File: src/common/rtc_pkg.sv
// constants and carrier types for the real-time counter and periodic tick block
package rtc_pkg;

  // word index of each register on the avalon bus (byte address = index * 4)
  localparam logic [4:0] OFS_MAIN_CONTROL = 5'h00;
  localparam logic [4:0] OFS_SYNC_STATUS = 5'h01;
  localparam logic [4:0] OFS_IRQ_ENABLE_REGISTER = 5'h02;
  localparam logic [4:0] OFS_IRQ_FLAGS = 5'h03;
  localparam logic [4:0] OFS_DEBUG_CONTROL = 5'h05;
  localparam logic [4:0] OFS_SOURCE_CLOCK_SELECT = 5'h07;
  localparam logic [4:0] OFS_COUNT = 5'h08;
  localparam logic [4:0] OFS_TOP_VALUE_REGISTER = 5'h0A;
  localparam logic [4:0] OFS_COMPARE = 5'h0C;
  localparam logic [4:0] OFS_TICK_CONTROL = 5'h10;
  localparam logic [4:0] OFS_TICK_SYNC_STATUS = 5'h11;
  localparam logic [4:0] OFS_TICK_IRQ_CONTROL = 5'h12;
  localparam logic [4:0] OFS_TICK_IRQ_FLAGS = 5'h13;
  localparam logic [4:0] OFS_TICK_DEBUG_CONTROL = 5'h15;

  // field positions
  localparam int unsigned ENABLE_BIT = 0;
  localparam int unsigned SETTING_LSB = 3;
  localparam int unsigned WRAP_BIT = 0;
  localparam int unsigned MATCH_BIT = 1;

  // reset values
  localparam logic [15:0] TOP_RESET = 16'hFFFF;
  localparam logic [15:0] COMPARE_RESET = 16'h0000;
  localparam logic [15:0] COUNT_RESET = 16'h0000;
  localparam logic [1:0] SOURCE_CLOCK_SELECT_RESET = 2'h0;

  // slow edges from a bus write until the value acts
  localparam logic [1:0] SYNC_SLOW_EDGES = 2'h2;

  // synchroniser slots; slots 0 to 3 also give the busy bit order in the status word
  localparam int unsigned NUM_SLOTS = 5;
  localparam int unsigned SLOT_CTRL = 0;
  localparam int unsigned SLOT_COUNT = 1;
  localparam int unsigned SLOT_TOP = 2;
  localparam int unsigned SLOT_COMPARE = 3;
  localparam int unsigned SLOT_TICK = 4;

  // prescaler and tick geometry
  localparam int unsigned PRESC_W = 15;
  localparam int unsigned EVENT_TOP_BIT = 12;
  localparam int unsigned NUM_EVENTS = 8;
  localparam logic [3:0] PERIOD_FIRST = 4'h1;
  localparam logic [3:0] PERIOD_LAST = 4'hE;
  localparam int unsigned NUM_SOURCES = 4;

  typedef struct packed {
    logic [3:0] divider_setting;
    logic counter_enable;
  } main_control_type;

  typedef struct packed {
    logic [3:0] period;
    logic tick_timer_enable;
  } tick_control_type;

  typedef enum logic [1:0] {
    BUS_IDLE = 2'h0,
    BUS_ANSWER = 2'h1
  } bus_state_type;

endpackage : rtc_pkg

File: src/hdl/rtc_with_periodic_tick.sv
// real-time counter with periodic tick timer behind an avalon-mm slave
//
// Operation
// - debug halt stops block unless keep-running
// - keep-running bit 1 keeps its own side running
// - one source select feeds counter and tick
// - counter enable 1 starts, 0 stops
// - tick enable starts/stops tick independently
// - divider and interval share one prescaler
// - prescaler held at zero only while both disabled
// - lone tick start: prescaler from zero
// - tick start while counting: phase dependent
// - tick toggles every half interval
// - tick follows one prescaler bit
// - wrap strobe one slow cycle at top
// - compare strobe one slow cycle on match
// - eight square event clocks 8192 down to 64
// - indications on first count after equality
// - divider powers of two, acts two edges later
// - irq while flag and enable both set
// - busy flags while a write crosses over
`timescale 1ns/10ps
`default_nettype none
module rtc_with_periodic_tick (
  input wire logic sys_clk_i,
  input wire logic nrst_i,
  input wire logic [4:0] avs_address_i,
  input wire logic avs_read_i,
  input wire logic avs_write_i,
  input wire logic [31:0] avs_writedata_i,
  input wire logic [3:0] avs_byteenable_i,
  output logic [31:0] avs_readdata_o,
  output logic avs_waitrequest_o,
  input wire logic [3:0] slow_clk_i,
  input wire logic debug_halt_i,
  output logic counter_irq_o,
  output logic tick_irq_o,
  output logic wrap_event_o,
  output logic compare_match_o,
  output logic tick_out_o,
  output logic [7:0] tick_events_o
);

  ////////////////////////////////////////////////////////////////////////////
  // bus slave state
  rtc_pkg::bus_state_type state_q; // idle or answering
  rtc_pkg::bus_state_type state_d; // next bus state
  logic [31:0] readdata_q; // read word, held for the answer edge

  // software-side registers that act at once
  logic [1:0] irq_enable_q; // wrap and compare enables
  logic [1:0] irq_flags_q; // wrap and compare flags
  logic [1:0] irq_flags_d; // next flags
  logic counter_keep_q; // counter side keeps running in debug
  logic tick_keep_q; // tick side keeps running in debug
  logic [1:0] source_clock_select_q; // slow source select
  logic tick_irq_enable_q; // tick irq enable
  logic tick_flag_q; // tick irq flag
  logic tick_flag_d; // next tick flag

  // registers that cross into slow-edge timing
  logic [1:0] pend_q [rtc_pkg::NUM_SLOTS]; // slow edges still to wait
  logic [15:0] shadow_q [rtc_pkg::NUM_SLOTS]; // written value in flight
  wire logic [4:0] busy; // slot still crossing
  wire logic [4:0] apply; // slot takes effect now
  logic [4:0] wr_slot; // bus write to slot

  // slow-side working state
  rtc_pkg::main_control_type main_control_q; // active counter control
  rtc_pkg::tick_control_type tick_control_q; // active tick control
  logic [15:0] count_q; // the counter
  logic [15:0] top_q; // wrap value
  logic [15:0] compare_q; // compare value
  logic [1:0] strobe_q; // wrap and compare strobes
  logic tick_q; // registered tick level
  logic [7:0] events_q; // registered event clocks

  ////////////////////////////////////////////////////////////////////////////
  // slow timebase edge and shared prescaler
  logic slow_rise; // one cycle per slow rising edge
  logic [14:0] presc; // prescaler count
  logic count_step; // counter advance pulse

  // one selection serves both functions
  slow_edge_detect u_edge (
    .sys_clk_i(sys_clk_i),
    .nrst_i(nrst_i),
    .slow_clk_i(slow_clk_i),
    .source_clock_select_i(source_clock_select_q),
    .slow_rise_o(slow_rise)
  );

  // debug halt freezes the counter unless its keep-running bit is set, and the tick only while neither running side has its bit set
  wire logic counter_run = main_control_q.counter_enable
                           & (~debug_halt_i | counter_keep_q);
  wire logic tick_run = tick_control_q.tick_timer_enable
                        & (~debug_halt_i | tick_keep_q);

  shared_prescaler u_presc (
    .sys_clk_i(sys_clk_i),
    .nrst_i(nrst_i),
    .slow_rise_i(slow_rise),
    .counter_enable_i(main_control_q.counter_enable),
    .tick_timer_enable_i(tick_control_q.tick_timer_enable),
    .counter_run_i(counter_run),
    .tick_run_i(tick_run),
    .divider_setting_i(main_control_q.divider_setting),
    .presc_o(presc),
    .count_step_o(count_step)
  );

  ////////////////////////////////////////////////////////////////////////////
  // address decode
  wire logic req = avs_read_i | avs_write_i;
  wire logic answering = (state_q == rtc_pkg::BUS_ANSWER);
  wire logic wr_take = avs_write_i & answering; // write acts at answer edge
  wire logic hit_ctrl = (avs_address_i == rtc_pkg::OFS_MAIN_CONTROL);
  wire logic hit_stat = (avs_address_i == rtc_pkg::OFS_SYNC_STATUS);
  wire logic hit_ien = (avs_address_i == rtc_pkg::OFS_IRQ_ENABLE_REGISTER);
  wire logic hit_flg = (avs_address_i == rtc_pkg::OFS_IRQ_FLAGS);
  wire logic hit_dbg = (avs_address_i == rtc_pkg::OFS_DEBUG_CONTROL);
  wire logic hit_csel = (avs_address_i == rtc_pkg::OFS_SOURCE_CLOCK_SELECT);
  wire logic hit_cnt = (avs_address_i == rtc_pkg::OFS_COUNT);
  wire logic hit_top = (avs_address_i == rtc_pkg::OFS_TOP_VALUE_REGISTER);
  wire logic hit_cmp = (avs_address_i == rtc_pkg::OFS_COMPARE);
  wire logic hit_tctl = (avs_address_i == rtc_pkg::OFS_TICK_CONTROL);
  wire logic hit_tstat = (avs_address_i == rtc_pkg::OFS_TICK_SYNC_STATUS);
  wire logic hit_tien = (avs_address_i == rtc_pkg::OFS_TICK_IRQ_CONTROL);
  wire logic hit_tflg = (avs_address_i == rtc_pkg::OFS_TICK_IRQ_FLAGS);
  wire logic hit_tdbg = (avs_address_i == rtc_pkg::OFS_TICK_DEBUG_CONTROL);

  // register images for readback
  wire logic [15:0] ctrl_img = {9'h000, main_control_q.divider_setting, 2'h0,
                                main_control_q.counter_enable};
  wire logic [15:0] tctl_img = {9'h000, tick_control_q.period, 2'h0,
                                tick_control_q.tick_timer_enable};
  wire logic [15:0] stat_img = {12'h000, busy[3:0]};
  wire logic [15:0] tstat_img = {15'h0000, busy[rtc_pkg::SLOT_TICK]};

  // read mux; unmapped words read zero
  wire logic [15:0] rd_value =
    hit_ctrl ? ctrl_img :
    hit_stat ? stat_img :
    hit_ien ? {14'h0000, irq_enable_q} :
    hit_flg ? {14'h0000, irq_flags_q} :
    hit_dbg ? {15'h0000, counter_keep_q} :
    hit_csel ? {14'h0000, source_clock_select_q} :
    hit_cnt ? count_q :
    hit_top ? top_q :
    hit_cmp ? compare_q :
    hit_tctl ? tctl_img :
    hit_tstat ? tstat_img :
    hit_tien ? {15'h0000, tick_irq_enable_q} :
    hit_tflg ? {15'h0000, tick_flag_q} :
    hit_tdbg ? {15'h0000, tick_keep_q} :
    16'h0000;

  // byte lanes: unselected bytes keep their old content
  wire logic [15:0] be_mask = {{8{avs_byteenable_i[1]}}, {8{avs_byteenable_i[0]}}};
  wire logic [15:0] wmerge = (rd_value & ~be_mask) | (avs_writedata_i[15:0] & be_mask);
  wire logic [15:0] w1c = avs_writedata_i[15:0] & be_mask;

  // which synchronised slot a write lands in
  assign wr_slot = {wr_take & hit_tctl, wr_take & hit_cmp, wr_take & hit_top,
                    wr_take & hit_cnt, wr_take & hit_ctrl};

  ////////////////////////////////////////////////////////////////////////////
  // bus handshake: one wait cycle, then the answer edge
  always_comb begin
    state_d = rtc_pkg::BUS_IDLE;
    case (state_q)
      rtc_pkg::BUS_IDLE: begin
        // a request is always answered on the following edge
        state_d = req ? rtc_pkg::BUS_ANSWER : rtc_pkg::BUS_IDLE;
      end
      rtc_pkg::BUS_ANSWER: begin
        // master releases after this edge
        state_d = rtc_pkg::BUS_IDLE;
      end
      default: begin
        state_d = rtc_pkg::BUS_IDLE;
      end
    endcase
  end

  // bus state and read capture
  always_ff @(posedge sys_clk_i or negedge nrst_i) begin
    if (!nrst_i) begin
      state_q <= rtc_pkg::BUS_IDLE;
      readdata_q <= 32'h0000_0000;
    end else begin
      state_q <= state_d;
      if (avs_read_i && !answering) begin
        readdata_q <= {16'h0000, rd_value};
      end
    end
  end

  assign avs_waitrequest_o = req & ~answering;
  assign avs_readdata_o = readdata_q;

  ////////////////////////////////////////////////////////////////////////////
  // plain registers that act without crossing
  always_ff @(posedge sys_clk_i or negedge nrst_i) begin
    if (!nrst_i) begin
      irq_enable_q <= 2'h0;
      counter_keep_q <= 1'b0;
      source_clock_select_q <= rtc_pkg::SOURCE_CLOCK_SELECT_RESET;
      tick_irq_enable_q <= 1'b0;
      tick_keep_q <= 1'b0;
    end else if (wr_take) begin
      if (hit_ien) irq_enable_q <= wmerge[1:0];
      if (hit_dbg) counter_keep_q <= wmerge[0];
      if (hit_csel) source_clock_select_q <= wmerge[1:0];
      if (hit_tien) tick_irq_enable_q <= wmerge[0];
      if (hit_tdbg) tick_keep_q <= wmerge[0];
    end
  end

  ////////////////////////////////////////////////////////////////////////////
  // write crossing: value waits two slow edges, busy meanwhile
  // a second write while busy restarts the wait with the newer value
  genvar g;
  generate
    for (g = 0; g < rtc_pkg::NUM_SLOTS; g++) begin : g_slot
      always_ff @(posedge sys_clk_i or negedge nrst_i) begin
        if (!nrst_i) begin
          pend_q[g] <= 2'h0;
          shadow_q[g] <= 16'h0000;
        end else if (wr_slot[g]) begin
          pend_q[g] <= rtc_pkg::SYNC_SLOW_EDGES;
          shadow_q[g] <= wmerge;
        end else if (slow_rise && pend_q[g] != 2'h0) begin
          pend_q[g] <= pend_q[g] - 2'h1;
        end
      end
      assign busy[g] = (pend_q[g] != 2'h0);
      assign apply[g] = slow_rise & (pend_q[g] == 2'h1);
    end
  endgenerate

  // control words as they arrive in the slow timing
  wire logic [15:0] ctrl_new = shadow_q[rtc_pkg::SLOT_CTRL];
  wire logic [15:0] tctl_new = shadow_q[rtc_pkg::SLOT_TICK];

  // active controls, compare and top
  always_ff @(posedge sys_clk_i or negedge nrst_i) begin
    if (!nrst_i) begin
      main_control_q <= '0;
      tick_control_q <= '0;
      top_q <= rtc_pkg::TOP_RESET;
      compare_q <= rtc_pkg::COMPARE_RESET;
    end else begin
      if (apply[rtc_pkg::SLOT_CTRL]) begin
        main_control_q <= {ctrl_new[rtc_pkg::SETTING_LSB +: 4],
                           ctrl_new[rtc_pkg::ENABLE_BIT]};
      end
      if (apply[rtc_pkg::SLOT_TICK]) begin
        tick_control_q <= {tctl_new[rtc_pkg::SETTING_LSB +: 4],
                           tctl_new[rtc_pkg::ENABLE_BIT]};
      end
      if (apply[rtc_pkg::SLOT_TOP]) top_q <= shadow_q[rtc_pkg::SLOT_TOP];
      if (apply[rtc_pkg::SLOT_COMPARE]) compare_q <= shadow_q[rtc_pkg::SLOT_COMPARE];
    end
  end

  ////////////////////////////////////////////////////////////////////////////
  // counter: equality is judged on the count that leaves the value
  wire logic wrap_hit = count_step & (count_q == top_q);
  wire logic match_hit = count_step & (count_q == compare_q);

  // count, wrap to zero, or software load
  always_ff @(posedge sys_clk_i or negedge nrst_i) begin
    if (!nrst_i) begin
      count_q <= rtc_pkg::COUNT_RESET;
    end else if (apply[rtc_pkg::SLOT_COUNT]) begin
      count_q <= shadow_q[rtc_pkg::SLOT_COUNT];
    end else if (wrap_hit) begin
      count_q <= 16'h0000;
    end else if (count_step) begin
      count_q <= count_q + 16'h0001;
    end
  end

  // strobes span exactly one slow cycle: set and cleared on slow edges
  always_ff @(posedge sys_clk_i or negedge nrst_i) begin
    if (!nrst_i) begin
      strobe_q <= 2'h0;
    end else if (slow_rise) begin
      strobe_q <= {match_hit, wrap_hit};
    end
  end

  assign wrap_event_o = strobe_q[rtc_pkg::WRAP_BIT];
  assign compare_match_o = strobe_q[rtc_pkg::MATCH_BIT];

  ////////////////////////////////////////////////////////////////////////////
  // tick: one prescaler bit chosen by the interval code
  wire logic [3:0] period = tick_control_q.period;
  wire logic period_ok = (period >= rtc_pkg::PERIOD_FIRST) &&
                         (period <= rtc_pkg::PERIOD_LAST);
  // code n follows bit n, so the interval is 2^(n+1) slow cycles
  wire logic tick_level = tick_control_q.tick_timer_enable & period_ok
                          & presc[period];
  wire logic tick_rise = tick_level & ~tick_q;

  // event clocks are fixed prescaler bits, zero while the tick is off
  wire logic [7:0] events_d;
  generate
    for (g = 0; g < rtc_pkg::NUM_EVENTS; g++) begin : g_evt
      assign events_d[g] = tick_control_q.tick_timer_enable
                           & presc[rtc_pkg::EVENT_TOP_BIT - g];
    end
  endgenerate

  // registered tick level and event clocks
  always_ff @(posedge sys_clk_i or negedge nrst_i) begin
    if (!nrst_i) begin
      tick_q <= 1'b0;
      events_q <= 8'h00;
    end else begin
      tick_q <= tick_level;
      events_q <= events_d;
    end
  end

  assign tick_out_o = tick_q;
  assign tick_events_o = events_q;

  ////////////////////////////////////////////////////////////////////////////
  // interrupt flags: write one to clear, a same-cycle set wins
  wire logic [1:0] flag_clr = (wr_take & hit_flg) ? w1c[1:0] : 2'h0;
  wire logic tflag_clr = wr_take & hit_tflg & w1c[0];

  always_comb begin
    irq_flags_d = irq_flags_q & ~flag_clr;
    irq_flags_d[rtc_pkg::WRAP_BIT] = irq_flags_d[rtc_pkg::WRAP_BIT] | wrap_hit;
    irq_flags_d[rtc_pkg::MATCH_BIT] = irq_flags_d[rtc_pkg::MATCH_BIT] | match_hit;
    tick_flag_d = (tick_flag_q & ~tflag_clr) | tick_rise;
  end

  // flag storage
  always_ff @(posedge sys_clk_i or negedge nrst_i) begin
    if (!nrst_i) begin
      irq_flags_q <= 2'h0;
      tick_flag_q <= 1'b0;
    end else begin
      irq_flags_q <= irq_flags_d;
      tick_flag_q <= tick_flag_d;
    end
  end

  // requests stay up until software clears the flag or its enable
  assign counter_irq_o = |(irq_flags_q & irq_enable_q);
  assign tick_irq_o = tick_flag_q & tick_irq_enable_q;

endmodule : rtc_with_periodic_tick
`default_nettype wire

File: src/hdl/shared_prescaler.sv
// shared 15-bit prescaler counter with power-of-two counter step
`timescale 1ns/10ps
`default_nettype none
module shared_prescaler (
  input wire logic sys_clk_i,
  input wire logic nrst_i,
  input wire logic slow_rise_i,
  input wire logic counter_enable_i,
  input wire logic tick_timer_enable_i,
  input wire logic counter_run_i,
  input wire logic tick_run_i,
  input wire logic [3:0] divider_setting_i,
  output logic [14:0] presc_o,
  output logic count_step_o
);

  ////////////////////////////////////////////////////////////////////////////
  logic [14:0] presc_q;
  // low bits that must all be ones for a counter step
  wire logic [14:0] low_mask = 15'((16'h0001 << divider_setting_i) - 16'h0001);
  wire logic low_full = &(presc_q | ~low_mask);

  // held at zero while both functions are off, so a lone tick start is clean
  always_ff @(posedge sys_clk_i or negedge nrst_i) begin
    if (!nrst_i) begin
      presc_q <= 15'h0000;
    end else if (!counter_enable_i && !tick_timer_enable_i) begin
      presc_q <= 15'h0000;
    end else if (slow_rise_i && (counter_run_i || tick_run_i)) begin
      presc_q <= presc_q + 15'h0001;
    end
  end

  // divide by 2^n: step on the edge that carries the low bits over
  assign count_step_o = slow_rise_i & counter_run_i & low_full;
  assign presc_o = presc_q;

endmodule : shared_prescaler
`default_nettype wire

File: src/hdl/slow_edge_detect.sv
// slow timebase source synchronisers, source select and rising-edge pulse
`timescale 1ns/10ps
`default_nettype none
module slow_edge_detect (
  input wire logic sys_clk_i,
  input wire logic nrst_i,
  input wire logic [3:0] slow_clk_i,
  input wire logic [1:0] source_clock_select_i,
  output logic slow_rise_o
);

  ////////////////////////////////////////////////////////////////////////////
  // two flops per source; only the second stage is ever looked at
  logic [3:0] meta_q;
  logic [3:0] sync_q;
  logic last_q;
  wire logic chosen = sync_q[source_clock_select_i];

  // a mux behind the synchronisers avoids glitching a raw async select
  genvar g;
  generate
    for (g = 0; g < rtc_pkg::NUM_SOURCES; g++) begin : g_src
      always_ff @(posedge sys_clk_i or negedge nrst_i) begin
        if (!nrst_i) begin
          meta_q[g] <= 1'b0;
          sync_q[g] <= 1'b0;
        end else begin
          meta_q[g] <= slow_clk_i[g];
          sync_q[g] <= meta_q[g];
        end
      end
    end
  endgenerate

  // previous level of the chosen source for edge finding
  // reset high; a source already high at release still gives one edge once it reaches the second stage
  always_ff @(posedge sys_clk_i or negedge nrst_i) begin
    if (!nrst_i) begin
      last_q <= 1'b1;
    end else begin
      last_q <= chosen;
    end
  end

  assign slow_rise_o = chosen & ~last_q;

endmodule : slow_edge_detect
`default_nettype wire

File: config.mk
export PLATFORM = sky130hd
export DESIGN_NAME = rtc_with_periodic_tick
export DESIGN_NICKNAME = d
export VERILOG_FILES = /design/src/common/rtc_pkg.sv /design/src/hdl/rtc_with_periodic_tick.sv /design/src/hdl/shared_prescaler.sv /design/src/hdl/slow_edge_detect.sv
export SDC_FILE = /design/constraint.sdc
export NUM_CORES = 1
export LEC_CHECK = 0
export BUFFER_PORTS_ARGS = -buffer_cell sky130_fd_sc_hd__clkbuf_2
export CAP_MARGIN = 20
export CORE_MARGIN = 3
export CORE_UTILIZATION = 50
export CTS_CLUSTER_DIAMETER = 30
export DETAILED_ROUTE_END_ITERATION = 7
export PLACE_DENSITY = 0.69
export SLEW_MARGIN = 20
export SYNTH_ARGS = -nofsm -noshare
export SYNTH_HDL_FRONTEND = slang
export SYNTH_SLANG_ARGS = --single-unit
File: constraint.sdc
create_clock -name sys_clk_i -period 3.4 [get_ports sys_clk_i]
set_input_delay 0.68 -clock sys_clk_i [delete_from_list [all_inputs] [get_ports sys_clk_i]]
set_output_delay 0.68 -clock sys_clk_i [all_outputs]
set_load 0.03 [all_outputs]
# Word level (Yosys, flattened, before mapping)
# Index checks and enable logic that the tools add are counted.
dict set report totals {
  mem_count 0
  reg_bits 192
  word_cells 198
  rom_bits 0
  mem_bits_rw 0
  latch_bits 0
}
dict set report op_classes {
  muxes 36
  n_eq_ne 21
  n_bitwise 55
  shifts 1
  div_mod_pow 0
  add_sub_neg 8
  n_reduce_logical 34
  n_lt_le_gt_ge 4
  n_mul 0
}
# op n
set ops {}
lappend ops {{$mux W16} 12}
lappend ops {{$and A1 B1 Y1} 35}
lappend ops {{$and A16 B16 Y16} 2}
lappend ops {{$eq A16 B16 Y1} 2}
lappend ops {{$mux W15} 2}
lappend ops {{$eq A5 B5 Y1 const B} 5}
lappend ops {{$mux W2} 11}
lappend ops {{$reduce_bool A2 Y1} 11}
lappend ops {{$add A16 B1 Y16 const B} 1}
lappend ops {{$not A16 Y16} 1}
lappend ops {{$or A16 B16 Y16} 1}
lappend ops {{$add A15 B1 Y15 const B} 1}
lappend ops {{$eq A5 B4 Y1 const B} 3}
lappend ops {{$not A15 Y15} 1}
lappend ops {{$or A15 B15 Y15} 1}
lappend ops {{$reduce_and A15 Y1} 1}
lappend ops {{$shl A1 B4 Y15 const A} 1}
lappend ops {{$sub A15 B1 Y15 const B} 1}
lappend ops {{$eq A2 B1 Y1 const B} 5}
lappend ops {{$eq A5 B2 Y1 const B} 2}
lappend ops {{$eq A5 B3 Y1 const B} 2}
lappend ops {{$reduce_and A2 Y1} 5}
lappend ops {{$sub A2 B1 Y2 const B} 5}
lappend ops {{$logic_and A1 B1 Y1} 9}
lappend ops {{other kinds (20)} 39}

# Depth between registers and ports, before layout
# Gate-level depths: netlist of run 1.
dict set report logic_depth {
  word_depth 17
  depth_mapped 13
}

# Hierarchy
# A second synthesis of run 1 with hierarchy kept.
dict set report hier_totals {
  cells_unflattened 953
  area_unflattened_um2 9571.7
}
# mod cells_each instances seq_area_each_um2 area_per_inst_um2
set modules_own_cells {}
lappend modules_own_cells {rtc_with_periodic_tick 817 1 4124.0 8261.7}
lappend modules_own_cells {shared_prescaler 125 1 375.4 1047.3}
lappend modules_own_cells {slow_edge_detect 11 1 226.5 262.8}

# Worst setup path after synthesis of run 1
# No wires, ideal clock.
dict set report synth_path {
  kind {reg-to-reg}
  start {reg main_control_q (netlist bit ctrl_img[4])}
  end {reg count_q[0]}
  period_less_slack_ns 2.717
  n_path_buf 3
  arrival_ns 2.591
  stages_incl_launch_ff 14
  slack_ns 0.683
  path_cell_list {dfrtp_1 buf_4 nor2_1 nand3_1 ha_1 nand4_1 a21oi_1 a2111oi_2 nand4_1 or2_1 buf_2 and2_1 buf_2 a221o_1}
}
dict set report synth_via {
  elab_chain_cells 9
  elab_cells_between_ends 10
  classes_between {1 x add/sub; 1 x shift; 2 x mux; 4 x bitwise; 2 x reduce/logical}
}
# element line
set synth_lines {}
lappend synth_lines {{start, declared} rtc_with_periodic_tick.sv:69} ;# rtc_pkg::main_control_type main_control_q;
lappend synth_lines {{start signal, assigned} rtc_with_periodic_tick.sv:255} ;# main_control_q <= {ctrl_new[rtc_pkg::SETTING_LSB +: 4],
lappend synth_lines {{$shl A1 B4 Y15 (*)} shared_prescaler.sv:20} ;# wire logic [14:0] low_mask = 15'((16'h0001 << divider_setting_i) - 16'h0001);
lappend synth_lines {{$sub A15 B1 Y15 (*)} shared_prescaler.sv:20}
lappend synth_lines {{$not A15 Y15 (*)} shared_prescaler.sv:21} ;# wire logic low_full = &(presc_q | ~low_mask);
lappend synth_lines {{$or A15 B15 Y15 (*)} shared_prescaler.sv:21}
lappend synth_lines {{$reduce_and A15 Y1 (*)} shared_prescaler.sv:21}
lappend synth_lines {{$and A1 B1 Y1 (*)} shared_prescaler.sv:35} ;# assign count_step_o = slow_rise_i & counter_run_i & low_full;
lappend synth_lines {{$and A1 B1 Y1} rtc_with_periodic_tick.sv:269} ;# wire logic wrap_hit = count_step & (count_q == top_q);
lappend synth_lines {{$mux W16} rtc_with_periodic_tick.sv:278} ;# end else if (wrap_hit) begin
lappend synth_lines {{$mux W16} rtc_with_periodic_tick.sv:276} ;# end else if (apply[rtc_pkg::SLOT_COUNT]) begin
lappend synth_lines {{end signal, assigned} rtc_with_periodic_tick.sv:275} ;# count_q <= rtc_pkg::COUNT_RESET;
lappend synth_lines {{end signal, assigned} rtc_with_periodic_tick.sv:277} ;# count_q <= shadow_q[rtc_pkg::SLOT_COUNT];
lappend synth_lines {{end signal, assigned} rtc_with_periodic_tick.sv:281} ;# count_q <= count_q + 16'h0001;
lappend synth_lines {{end, declared} rtc_with_periodic_tick.sv:71} ;# logic [15:0] count_q;
# Every way passes the cells marked *; elsewhere a longest branch is shown, timed or not.
# A chain may end at the register's enable or synchronous reset.

# Worst setup path after layout of run 1
dict set report layout_path {
  start {reg main_control_q (netlist bit ctrl_img[4])}
  end {reg irq_flags_q[1]}
}
dict set report layout_via {
  elab_chain_cells 8
}
# element line
set layout_lines {}
lappend layout_lines {{$shl A1 B4 Y15} shared_prescaler.sv:20}
lappend layout_lines {{$sub A15 B1 Y15} shared_prescaler.sv:20}
lappend layout_lines {{$not A15 Y15} shared_prescaler.sv:21}
lappend layout_lines {{$or A15 B15 Y15} shared_prescaler.sv:21}
lappend layout_lines {{$reduce_and A15 Y1} shared_prescaler.sv:21}
lappend layout_lines {{$and A1 B1 Y1} shared_prescaler.sv:35}
lappend layout_lines {{$and A1 B1 Y1} rtc_with_periodic_tick.sv:270} ;# wire logic match_hit = count_step & (count_q == compare_q);
lappend layout_lines {{$or A1 B1 Y1} rtc_with_periodic_tick.sv:338} ;# irq_flags_d[rtc_pkg::MATCH_BIT] = irq_flags_d[rtc_pkg::MATCH_BIT] | match_hit;
lappend layout_lines {{named net irq_flags_d[1]} rtc_with_periodic_tick.sv:53} ;# logic [1:0] irq_flags_d;
lappend layout_lines {{end signal, assigned} rtc_with_periodic_tick.sv:348} ;# irq_flags_q <= irq_flags_d;
lappend layout_lines {{end, declared} rtc_with_periodic_tick.sv:52} ;# logic [1:0] irq_flags_q;
# The timed path passes the listed nets, and every way through them passes these cells.

==> parameters.txt, run 1 <==
Parameter                              Value

Synth
  Register bit total from synthesis    188
  Fraction of the mapped netlist area in compound gates    0.146
  Most frequently used flop master after synthesis    sky130_fd_sc_hd__dfrtp_1
  Total standard cell area after synthesis    9620 sq um
  Sequential cell area fraction in the yosys report    0.491
  Multiplexer fraction of the synthesized cell area    0.0955
  Number of synthesized flops with an enable pin    0
  Post-synthesis xor/xnor area fraction    0.0410
  Simple-gate share of the synthesized area    0.156
  Post-synth cell types    72
  Mapped Cells    967
  Dominant combinational cell family by area after synthesis    simple AND/OR/NAND/NOR gates
  Synthesized area per cell    9.95 sq um
  Adder and majority gate portion of the synthesized area    0.0169
  Async set-or-reset flop fraction in the synthesized netlist    1.00
  Syn. warnings    0

Min path
  Type of the worst min-delay path    in2async

Critical path
  Category of the most critical setup path    reg2reg
  Start of the worst register-to-register path    ctrl_img[4]$_DFFE_PN0P_
  Maximum fanout along the worst path    7
  Worst R2R Setup Slack    0.25 ns
  Capturing element type of the critical path    flip-flop
  Critical Path RT    3.77 ns
  Crit Reg-Reg Endpoint    irq_flags_q[1]$_DFF_PN0_
  R2R cell count    10
  Arrival time reported for the critical path endpoint    3.53 ns
  Startpoint types    flip-flop

CTS
  Number of sinks handled by clock tree synthesis    188
  Cts-stage hold buffer count    0
  CTS H-tree depth    4
  Clk pin slew, worst setup/hold paths    0.07 ns
  Post-CTS setup-driven buffer insertion count    0
  Resize count post-CTS    0
  CTS tree    built
  Library cell used as clock root buffer    sky130_fd_sc_hd__clkbuf_16
  Clock insertion delay at the later pin of the skew report    0.44 ns
  Number of buffers inserted during clock tree synthesis    17
  Largest buffer count on any clock path    2

Routing
  Avg WL per Cell    19.0 microns
  Vias after detailed routing    7423
  Antenna violation net count after detailed routing    0
  Number of design rule violations left after detail routing    0
  Number of optimization iterations in the first detailed-route pass    6
  Iteration-0 DRC count of the detailed router    697
  Mean number of vias per cell    5.78
  Total wirelength of the detailed-routed design    24400 microns

GRT
  Global-route wire length before repair    38300 microns
  Number of global-route vias before repair    6907
  Total routing usage reported by global routing    0.238
  Total congestion overflow after global routing    0
  Pin count of the biggest net entering global routing    71
  Initial antenna violation count    0

Final layout
  Number of diodes added for antenna fixing    0
  Synthesis-to-finish area growth    12.3%
  Share of layout cells above drive strength 1    0.217
  Number of nets in the layout    1074
  Most common cell after layout, fill and taps aside    sky130_fd_sc_hd__dfrtp_1
  Layout fillers    1635
  Highest-count cells in the layout ignoring fill and taps    sky130_fd_sc_hd__dfrtp_1, sky130_fd_sc_hd__nand2_1, sky130_fd_sc_hd__o21ai_0, sky130_fd_sc_hd__mux2_2, sky130_fd_sc_hd__clkbuf_2

Power and ir drop
  Sequential share of power    0.446
  Leakage power    0.00483 uW
  Gate power share    0.238
  Maximum vdd drop    0.000403 V
  Share of total power consumed by net switching    0.328
  Switching power of the nets    2190 uW
  PD cells    618 nW/um^2
  Proportion of power drawn by the clock network    0.316
  Internal Dissipation    4490 uW

Timing
  Post-route fraction of the period consumed by the critical path    0.928
  Number of pins exceeding their max-slew limit in the final report    0
  Peak Freq    317 MHz
  RSZ-0062 raised after global routing    false
  Setup ws final    0.246 ns
  Minimum period implied by the final worst setup slack    3.15 ns
  Number of setup violations in the final report    0
  Relative slew slack    0.316
  Final hold vios    0
  Final TNS setup    0 ns
  Transition time of the tightest slew-check pin    1.02 ns
  Final worst clock skew    0.0129 ns

Flow run
  Max cap viols    0

Floorplanning
  Number of primary I/O pins    96
  Width of the chip    145 microns
  Area of the core    18800 sq um
  Total die area    20900 sq um
  Effective utilization at floorplan    0.511
  Number of cell rows    50
  Die outline height    145 microns

Run status
  Status    complete, no violations

Placed design
  Pre-CTS WS    0.320 ns
  Global placement routability congestion    0.945
  I/O Buffers    61
  HPWL after detailed placement    17300 microns
==> Yosys cell counts, types with 4 or more instances <==
cell type | instances | area, sq um
sky130_fd_sc_hd__and3_1 | 8 | 50.1
sky130_fd_sc_hd__or3_1 | 9 | 56.3
sky130_fd_sc_hd__a222oi_1 | 4 | 40.0
sky130_fd_sc_hd__nor2_1 | 52 | 195
sky130_fd_sc_hd__o221ai_1 | 4 | 35.0
sky130_fd_sc_hd__nand2_1 | 130 | 488
sky130_fd_sc_hd__buf_4 | 17 | 128
sky130_fd_sc_hd__ha_1 | 13 | 163
sky130_fd_sc_hd__nand2b_1 | 9 | 56.3
sky130_fd_sc_hd__nor3_1 | 12 | 60.1
sky130_fd_sc_hd__a21oi_1 | 31 | 155
sky130_fd_sc_hd__dfrtp_1 | 171 | 4280
sky130_fd_sc_hd__and2_1 | 20 | 125
sky130_fd_sc_hd__a32oi_1 | 7 | 61.3
sky130_fd_sc_hd__a21o_1 | 6 | 45.0
sky130_fd_sc_hd__inv_1 | 25 | 93.8
sky130_fd_sc_hd__dfstp_2 | 17 | 447
sky130_fd_sc_hd__xnor2_1 | 13 | 114
sky130_fd_sc_hd__nor4_1 | 8 | 50.1
sky130_fd_sc_hd__buf_2 | 11 | 55.1
sky130_fd_sc_hd__mux2i_1 | 13 | 130
sky130_fd_sc_hd__a31oi_1 | 4 | 25.0
sky130_fd_sc_hd__mux4_2 | 4 | 90.1
sky130_fd_sc_hd__xor2_1 | 32 | 280
sky130_fd_sc_hd__o31ai_1 | 8 | 60.1
sky130_fd_sc_hd__o311ai_0 | 5 | 43.8
sky130_fd_sc_hd__nand3_1 | 20 | 100
sky130_fd_sc_hd__nor4b_1 | 4 | 35.0
sky130_fd_sc_hd__a211o_1 | 4 | 35.0
sky130_fd_sc_hd__o21ai_0 | 107 | 536
sky130_fd_sc_hd__a32o_1 | 4 | 40.0
sky130_fd_sc_hd__nand3b_1 | 5 | 37.5
sky130_fd_sc_hd__mux2_2 | 62 | 698
sky130_fd_sc_hd__nor2b_1 | 4 | 25.0
sky130_fd_sc_hd__clkbuf_1 | 55 | 206
sky130_fd_sc_hd__o211ai_1 | 4 | 30.0
sky130_fd_sc_hd__nand4_1 | 10 | 62.6
==> power groups by stage <==
stage	registers (uW)	logic [uW]	clock network (uW)
2_1_floorplan	2870	1200	0
3_3_place_gp	2990	1530	0
3_5_place_dp	3010	1570	0
4_1_cts	2970	1590	2140
5_1_grt	3020	1760	2220
6_report	2980	1590	2110
==> worst max-delay path, stage by stage, from the launching register on <==
cell                        delay, ns
sky130_fd_sc_hd__dfrtp_1         0.38
sky130_fd_sc_hd__nor2_1          0.30
sky130_fd_sc_hd__nand3_1         0.12
sky130_fd_sc_hd__ha_1            0.29
sky130_fd_sc_hd__nand4_1         0.10
sky130_fd_sc_hd__a21oi_1         0.05
sky130_fd_sc_hd__a2111oi_2       0.39
sky130_fd_sc_hd__nand4_1         0.24
sky130_fd_sc_hd__or2_1           0.38
sky130_fd_sc_hd__or4_1           0.71
sky130_fd_sc_hd__nand2_1         0.12
==> through the flow <==
stage	cell area, sq um	total power, uW	cells	hold WS [ns]	util
after floorplan	9670	4060	982	0.331	-
after global placement	10200	4530	1252	0.332	0.541
after detailed placement	10200	4580	1252	0.337	0.541
after CTS	10800	6690	1284	0.269	0.573
after global routing	10800	7000	1284	0.292	0.573
final	10800	6680	1284	0.248	0.573
==> logic make-up after synthesis <==
family                     Yosys count
AOI/OAI and AO/OA                  219
buffers and inverters              111
DFF                                188
and+or+nand+nor                    311
xor gates and xnor gates            45
adders and majority gates           13
muxes                               79
other                                1
==> metal layers <==
layer	share of wire	vias up	global-route usage	routed length, microns
met2	0.45	257	0.363	11100
met4	0.018	0	0.0658	440
met5	0	-	0	0
met1	0.46	3668	0.353	11300
met3	0.064	33	0.0414	1560
li1	-	3465	-	-
==> how the worst max path moves through the flow <==
stage	startpoint	end	cells after the start	slack, ns
after detailed placement	ctrl_img[4]$_DFFE_PN0P_	irq_flags_q[1]$_DFF_PN0_	10	0.32
after global placement	ctrl_img[3]$_DFFE_PN0P_	irq_flags_q[1]$_DFF_PN0_	10	0.32
after floorplan	ctrl_img[4]$_DFFE_PN0P_	count_q[0]$_DFFE_PN0P_	13	0.68
after global routing	ctrl_img[3]$_DFFE_PN0P_	irq_flags_q[1]$_DFF_PN0_	10	0.06
final	ctrl_img[4]$_DFFE_PN0P_	irq_flags_q[1]$_DFF_PN0_	10	0.25
after CTS	ctrl_img[4]$_DFFE_PN0P_	irq_flags_q[1]$_DFF_PN0_	10	0.30
==> cell type report <==
cell class | instances | area (sq um) | share of cell area
flip-flops and latches | 188 | 4730 | 0.438
multi-input cells | 683 | 4440 | 0.411
clock buffers | 18 | 429 | 0.0397
clock inverters | 14 | 183 | 0.0169
repair buffers | 95 | 594 | 0.0550
inverters | 26 | 97.6 | 0.00904
well taps | 260 | 325 | 0.0301
==> sequential cells by signal, indices dropped and copies added (netlist names), 4 cells and up <==
signal           flops
avs_readdata_o      16
tctl_new             5
pend_q              10
ctrl_new             5
u_edge.sync_q        4
u_presc.presc_o     15
tick_events_o        8
compare_q           16
period               4
count_q             16
shadow_q            48
ctrl_img             5
top_q               16
u_edge.meta_q        4
No activity file was read; power rests on OpenSTA's default activity.
==> inputs of run 2 (changes only) <==
--- a/config.mk
+++ b/config.mk
@@ -7,6 +7,7 @@
 export LEC_CHECK = 0
 export BUFFER_PORTS_ARGS = -buffer_cell sky130_fd_sc_hd__clkbuf_2
 export CAP_MARGIN = 20
+export CORE_ASPECT_RATIO = 0.8
 export CORE_MARGIN = 3
 export CORE_UTILIZATION = 50
 export CTS_CLUSTER_DIAMETER = 30
==> parameters.txt, run 2 (synthesized netlist as in run 1, its figures left out) <==
Parameter                              Value

Run status
  Status    complete, no violations (unchanged)

Routing
  Iteration-0 DRC count of the detailed router    891 (was 697)
  Antenna violation net count after detailed routing    0 (unchanged)
  Avg WL per Cell    19.1 microns (was 19.0 microns)
  Number of optimization iterations in the first detailed-route pass    5 (was 6)
  Total wirelength of the detailed-routed design    24500 microns (was 24400 microns)
  Mean number of vias per cell    5.79 (was 5.78)
  Number of design rule violations left after detail routing    0 (unchanged)
  Vias after detailed routing    7397 (was 7423)

Final layout
  Number of nets in the layout    1075 (was 1074)
  Synthesis-to-finish area growth    12.1% (was 12.3%)
  Highest-count cells in the layout ignoring fill and taps    sky130_fd_sc_hd__dfrtp_1, sky130_fd_sc_hd__nand2_1, sky130_fd_sc_hd__o21ai_0, sky130_fd_sc_hd__mux2_2, sky130_fd_sc_hd__clkbuf_2 (unchanged)
  Post-route cell area    10800 sq um (about the same)
  Share of layout cells above drive strength 1    0.217 (about the same)
  Layout fillers    1600 (was 1635)
  Register bank with the most flops    shadow_q (unchanged)
  Number of diodes added for antenna fixing    0 (unchanged)
  Flip-flop count of the largest register, all copies and words added    48 (unchanged)
  Most common cell after layout, fill and taps aside    sky130_fd_sc_hd__dfrtp_1 (unchanged)
  Final design utilization    0.583 (was 0.573)

GRT
  Total routing usage reported by global routing    0.240 (was 0.238)
  Initial antenna violation count    0 (unchanged)
  Global-route wire length before repair    39100 microns (was 38300 microns)
  Number of global-route vias before repair    6901 (was 6907)
  Total congestion overflow after global routing    0 (unchanged)
  Pin count of the biggest net entering global routing    85 (was 71)

Floorplanning
  Effective utilization at floorplan    0.520 (was 0.511)
  Width of the chip    161 microns (was 145 microns)
  Total die area    20900 sq um (about the same)
  Die outline height    130 microns (was 145 microns)
  Number of primary I/O pins    96 (unchanged)
  Number of cell rows    44 (was 50)
  Area of the core    18500 sq um (was 18800 sq um)

Critical path
  R2R cell count    10 (unchanged)
  Worst R2R Setup Slack    0.29 ns (was 0.25 ns)
  Critical Path RT    3.71 ns (was 3.77 ns)
  Buffering stage count on the worst path with inverters included    0 (unchanged)
  Arrival time reported for the critical path endpoint    3.42 ns (was 3.53 ns)
  Largest delay share family, worst path    simple AND/OR/NAND/NOR gates (unchanged)
  Startpoint types    flip-flop (unchanged)
  Maximum fanout along the worst path    15 (was 7)
  Start of the worst register-to-register path    ctrl_img[3]$_DFFE_PN0P_ (was ctrl_img[4]$_DFFE_PN0P_)
  Crit-path slowest cell    sky130_fd_sc_hd__or3_1 (was sky130_fd_sc_hd__or4_1)
  Crit Reg-Reg Endpoint    count_q[7]$_DFFE_PN0P_ (was irq_flags_q[1]$_DFF_PN0_)
  Capturing element type of the critical path    flip-flop (unchanged)
  Crit-path cells    nor2_1, nand2_1, ha_1, or3b_2, a211oi_1, a31oi_1, nand4_1, or3_1, nor3_1, a211o_1 (was nor2_1, nand3_1, ha_1, nand4_1, a21oi_1, a2111oi_2, nand4_1, or2_1, or4_1, nand2_1)
  Maximum single-stage delay on the critical path    0.56 ns (was 0.71 ns)
  Category of the most critical setup path    reg2reg (unchanged)

Timing
  Peak Freq    322 MHz (was 317 MHz)
  Final worst clock skew    0.0137 ns (was 0.0129 ns)
  Setup ws final    0.291 ns (was 0.246 ns)
  Final TNS setup    0 ns (unchanged)
  Number of pins exceeding their max-slew limit in the final report    0 (unchanged)
  Minimum period implied by the final worst setup slack    3.11 ns (was 3.15 ns)
  Relative slew slack    0.343 (was 0.316)
  RSZ-0062 raised after global routing    false (unchanged)
  Final hold vios    0 (unchanged)
  Number of setup violations in the final report    0 (unchanged)
  Post-route fraction of the period consumed by the critical path    0.915 (was 0.928)
  Transition time of the tightest slew-check pin    0.986 ns (was 1.02 ns)

CTS
  Cts-stage hold buffer count    0 (unchanged)
  Number of buffers inserted during clock tree synthesis    17 (unchanged)
  Clock insertion delay at the later pin of the skew report    0.44 ns (about the same)
  Library cell used as clock root buffer    sky130_fd_sc_hd__clkbuf_16 (unchanged)
  CTS tree    built (unchanged)
  Post-CTS setup-driven buffer insertion count    0 (unchanged)
  CTS H-tree depth    4 (unchanged)
  Largest buffer count on any clock path    2 (unchanged)
  Clk pin slew, worst setup/hold paths    0.08 ns (was 0.07 ns)
  Number of sinks handled by clock tree synthesis    188 (unchanged)
  Resize count post-CTS    0 (unchanged)

Power and ir drop
  Gate power share    0.238 (about the same)
  Maximum vdd drop    0.000398 V (was 0.000403 V)
  Internal Dissipation    4360 uW (was 4490 uW)
  Overall power of the completed layout    6610 uW (was 6680 uW)
  Sequential share of power    0.453 (was 0.446)
  Proportion of power drawn by the clock network    0.309 (was 0.316)
  Leakage power    0.00483 uW (about the same)
  Switching power of the nets    2250 uW (was 2190 uW)
  Share of total power consumed by net switching    0.341 (was 0.328)
  PD cells    613 nW/um^2 (was 618 nW/um^2)

Placed design
  I/O Buffers    61 (unchanged)
  HPWL after detailed placement    17400 microns (was 17300 microns)
  Pre-CTS WS    0.362 ns (was 0.320 ns)
  Global placement routability congestion    0.923 (was 0.945)
  DP Area    10200 sq um (about the same)

Min path
  Type of the worst min-delay path    in2async (unchanged)

Flow run
  Max cap viols    0 (unchanged)
[run 2: cell types whose count changed in the layout (fill, tap and decap cells not counted)]
| cell | change |
|---|---|
| sky130_fd_sc_hd__nand2b_1 | +1 |
| sky130_fd_sc_hd__bufinv_16 | -2 |
| sky130_fd_sc_hd__clkinv_2 | -2 |
| sky130_fd_sc_hd__nand2b_2 | -1 |
| sky130_fd_sc_hd__clkinv_8 | +2 |
| sky130_fd_sc_hd__inv_6 | -1 |
| sky130_fd_sc_hd__inv_8 | +3 |
| sky130_fd_sc_hd__buf_4 | +1 |
[run 2: metrics by stage]
step	hold WS (ns)	cells
2_1_floorplan	0.331	982
3_3_place_gp	0.333	1246
3_5_place_dp	0.335	1246
4_1_cts	0.310	1278
5_1_grt	0.325	1278
6_report	0.274	1278
[run 2: worst reg2reg max path: cells and delay by family, from the launching register on]
| kind | cells | cell delay, ns |
|---|---|---|
| adders and majority gates | 1 | 0.29 |
| and+or+nand+nor | 6 | 1.56 |
| DFF | 1 | 0.53 |
| AOI/OAI and AO/OA | 3 | 0.61 |
[run 2: cell type report]
type	instances	area, sq um	area share
sequential	188	4730	0.438
multi-input combinational	683	4440	0.412
timing repair buffer	96	602	0.0558
clock buffer	18	429	0.0398
tap	253	317	0.0294
clock inverter	14	170	0.0158
inverter	26	97.6	0.00905
[run 2: how the worst max path moves through the flow]
stage / start / to / slack, ns / cells past startpoint
floorplan: ctrl_img[4]$_DFFE_PN0P_ / count_q[0]$_DFFE_PN0P_ / 0.68 / 13
global placement: ctrl_img[3]$_DFFE_PN0P_ / count_q[1]$_DFFE_PN0P_ / 0.37 / 10
detailed placement: ctrl_img[3]$_DFFE_PN0P_ / count_q[1]$_DFFE_PN0P_ / 0.36 / 10
CTS: ctrl_img[3]$_DFFE_PN0P_ / strobe_q[1]$_DFFE_PN0P_ / 0.34 / 10
global route: ctrl_img[3]$_DFFE_PN0P_ / count_q[7]$_DFFE_PN0P_ / 0.19 / 10
finish: ctrl_img[3]$_DFFE_PN0P_ / count_q[7]$_DFFE_PN0P_ / 0.29 / 10
[run 2: power by group through the flow]
| stage | clock network, uW | logic (uW) | registers (uW) |
|---|---|---|---|
| 2_1_floorplan | 0 | 1200 | 2870 |
| 3_3_place_gp | 0 | 1520 | 3020 |
| 3_5_place_dp | 0 | 1560 | 3020 |
| 4_1_cts | 2080 | 1570 | 2980 |
| 5_1_grt | 2170 | 1730 | 3050 |
| 6_report | 2040 | 1580 | 3000 |
[run 2: routing by layer]
metal,routed length [microns],up-vias,part of all wire,GRT usage
met5,0,-,0,0
met4,206,0,0.0084,0.0470
met3,1820,16,0.074,0.0555
met2,10500,278,0.43,0.356
met1,11900,3641,0.49,0.364
li1,-,3462,-,-
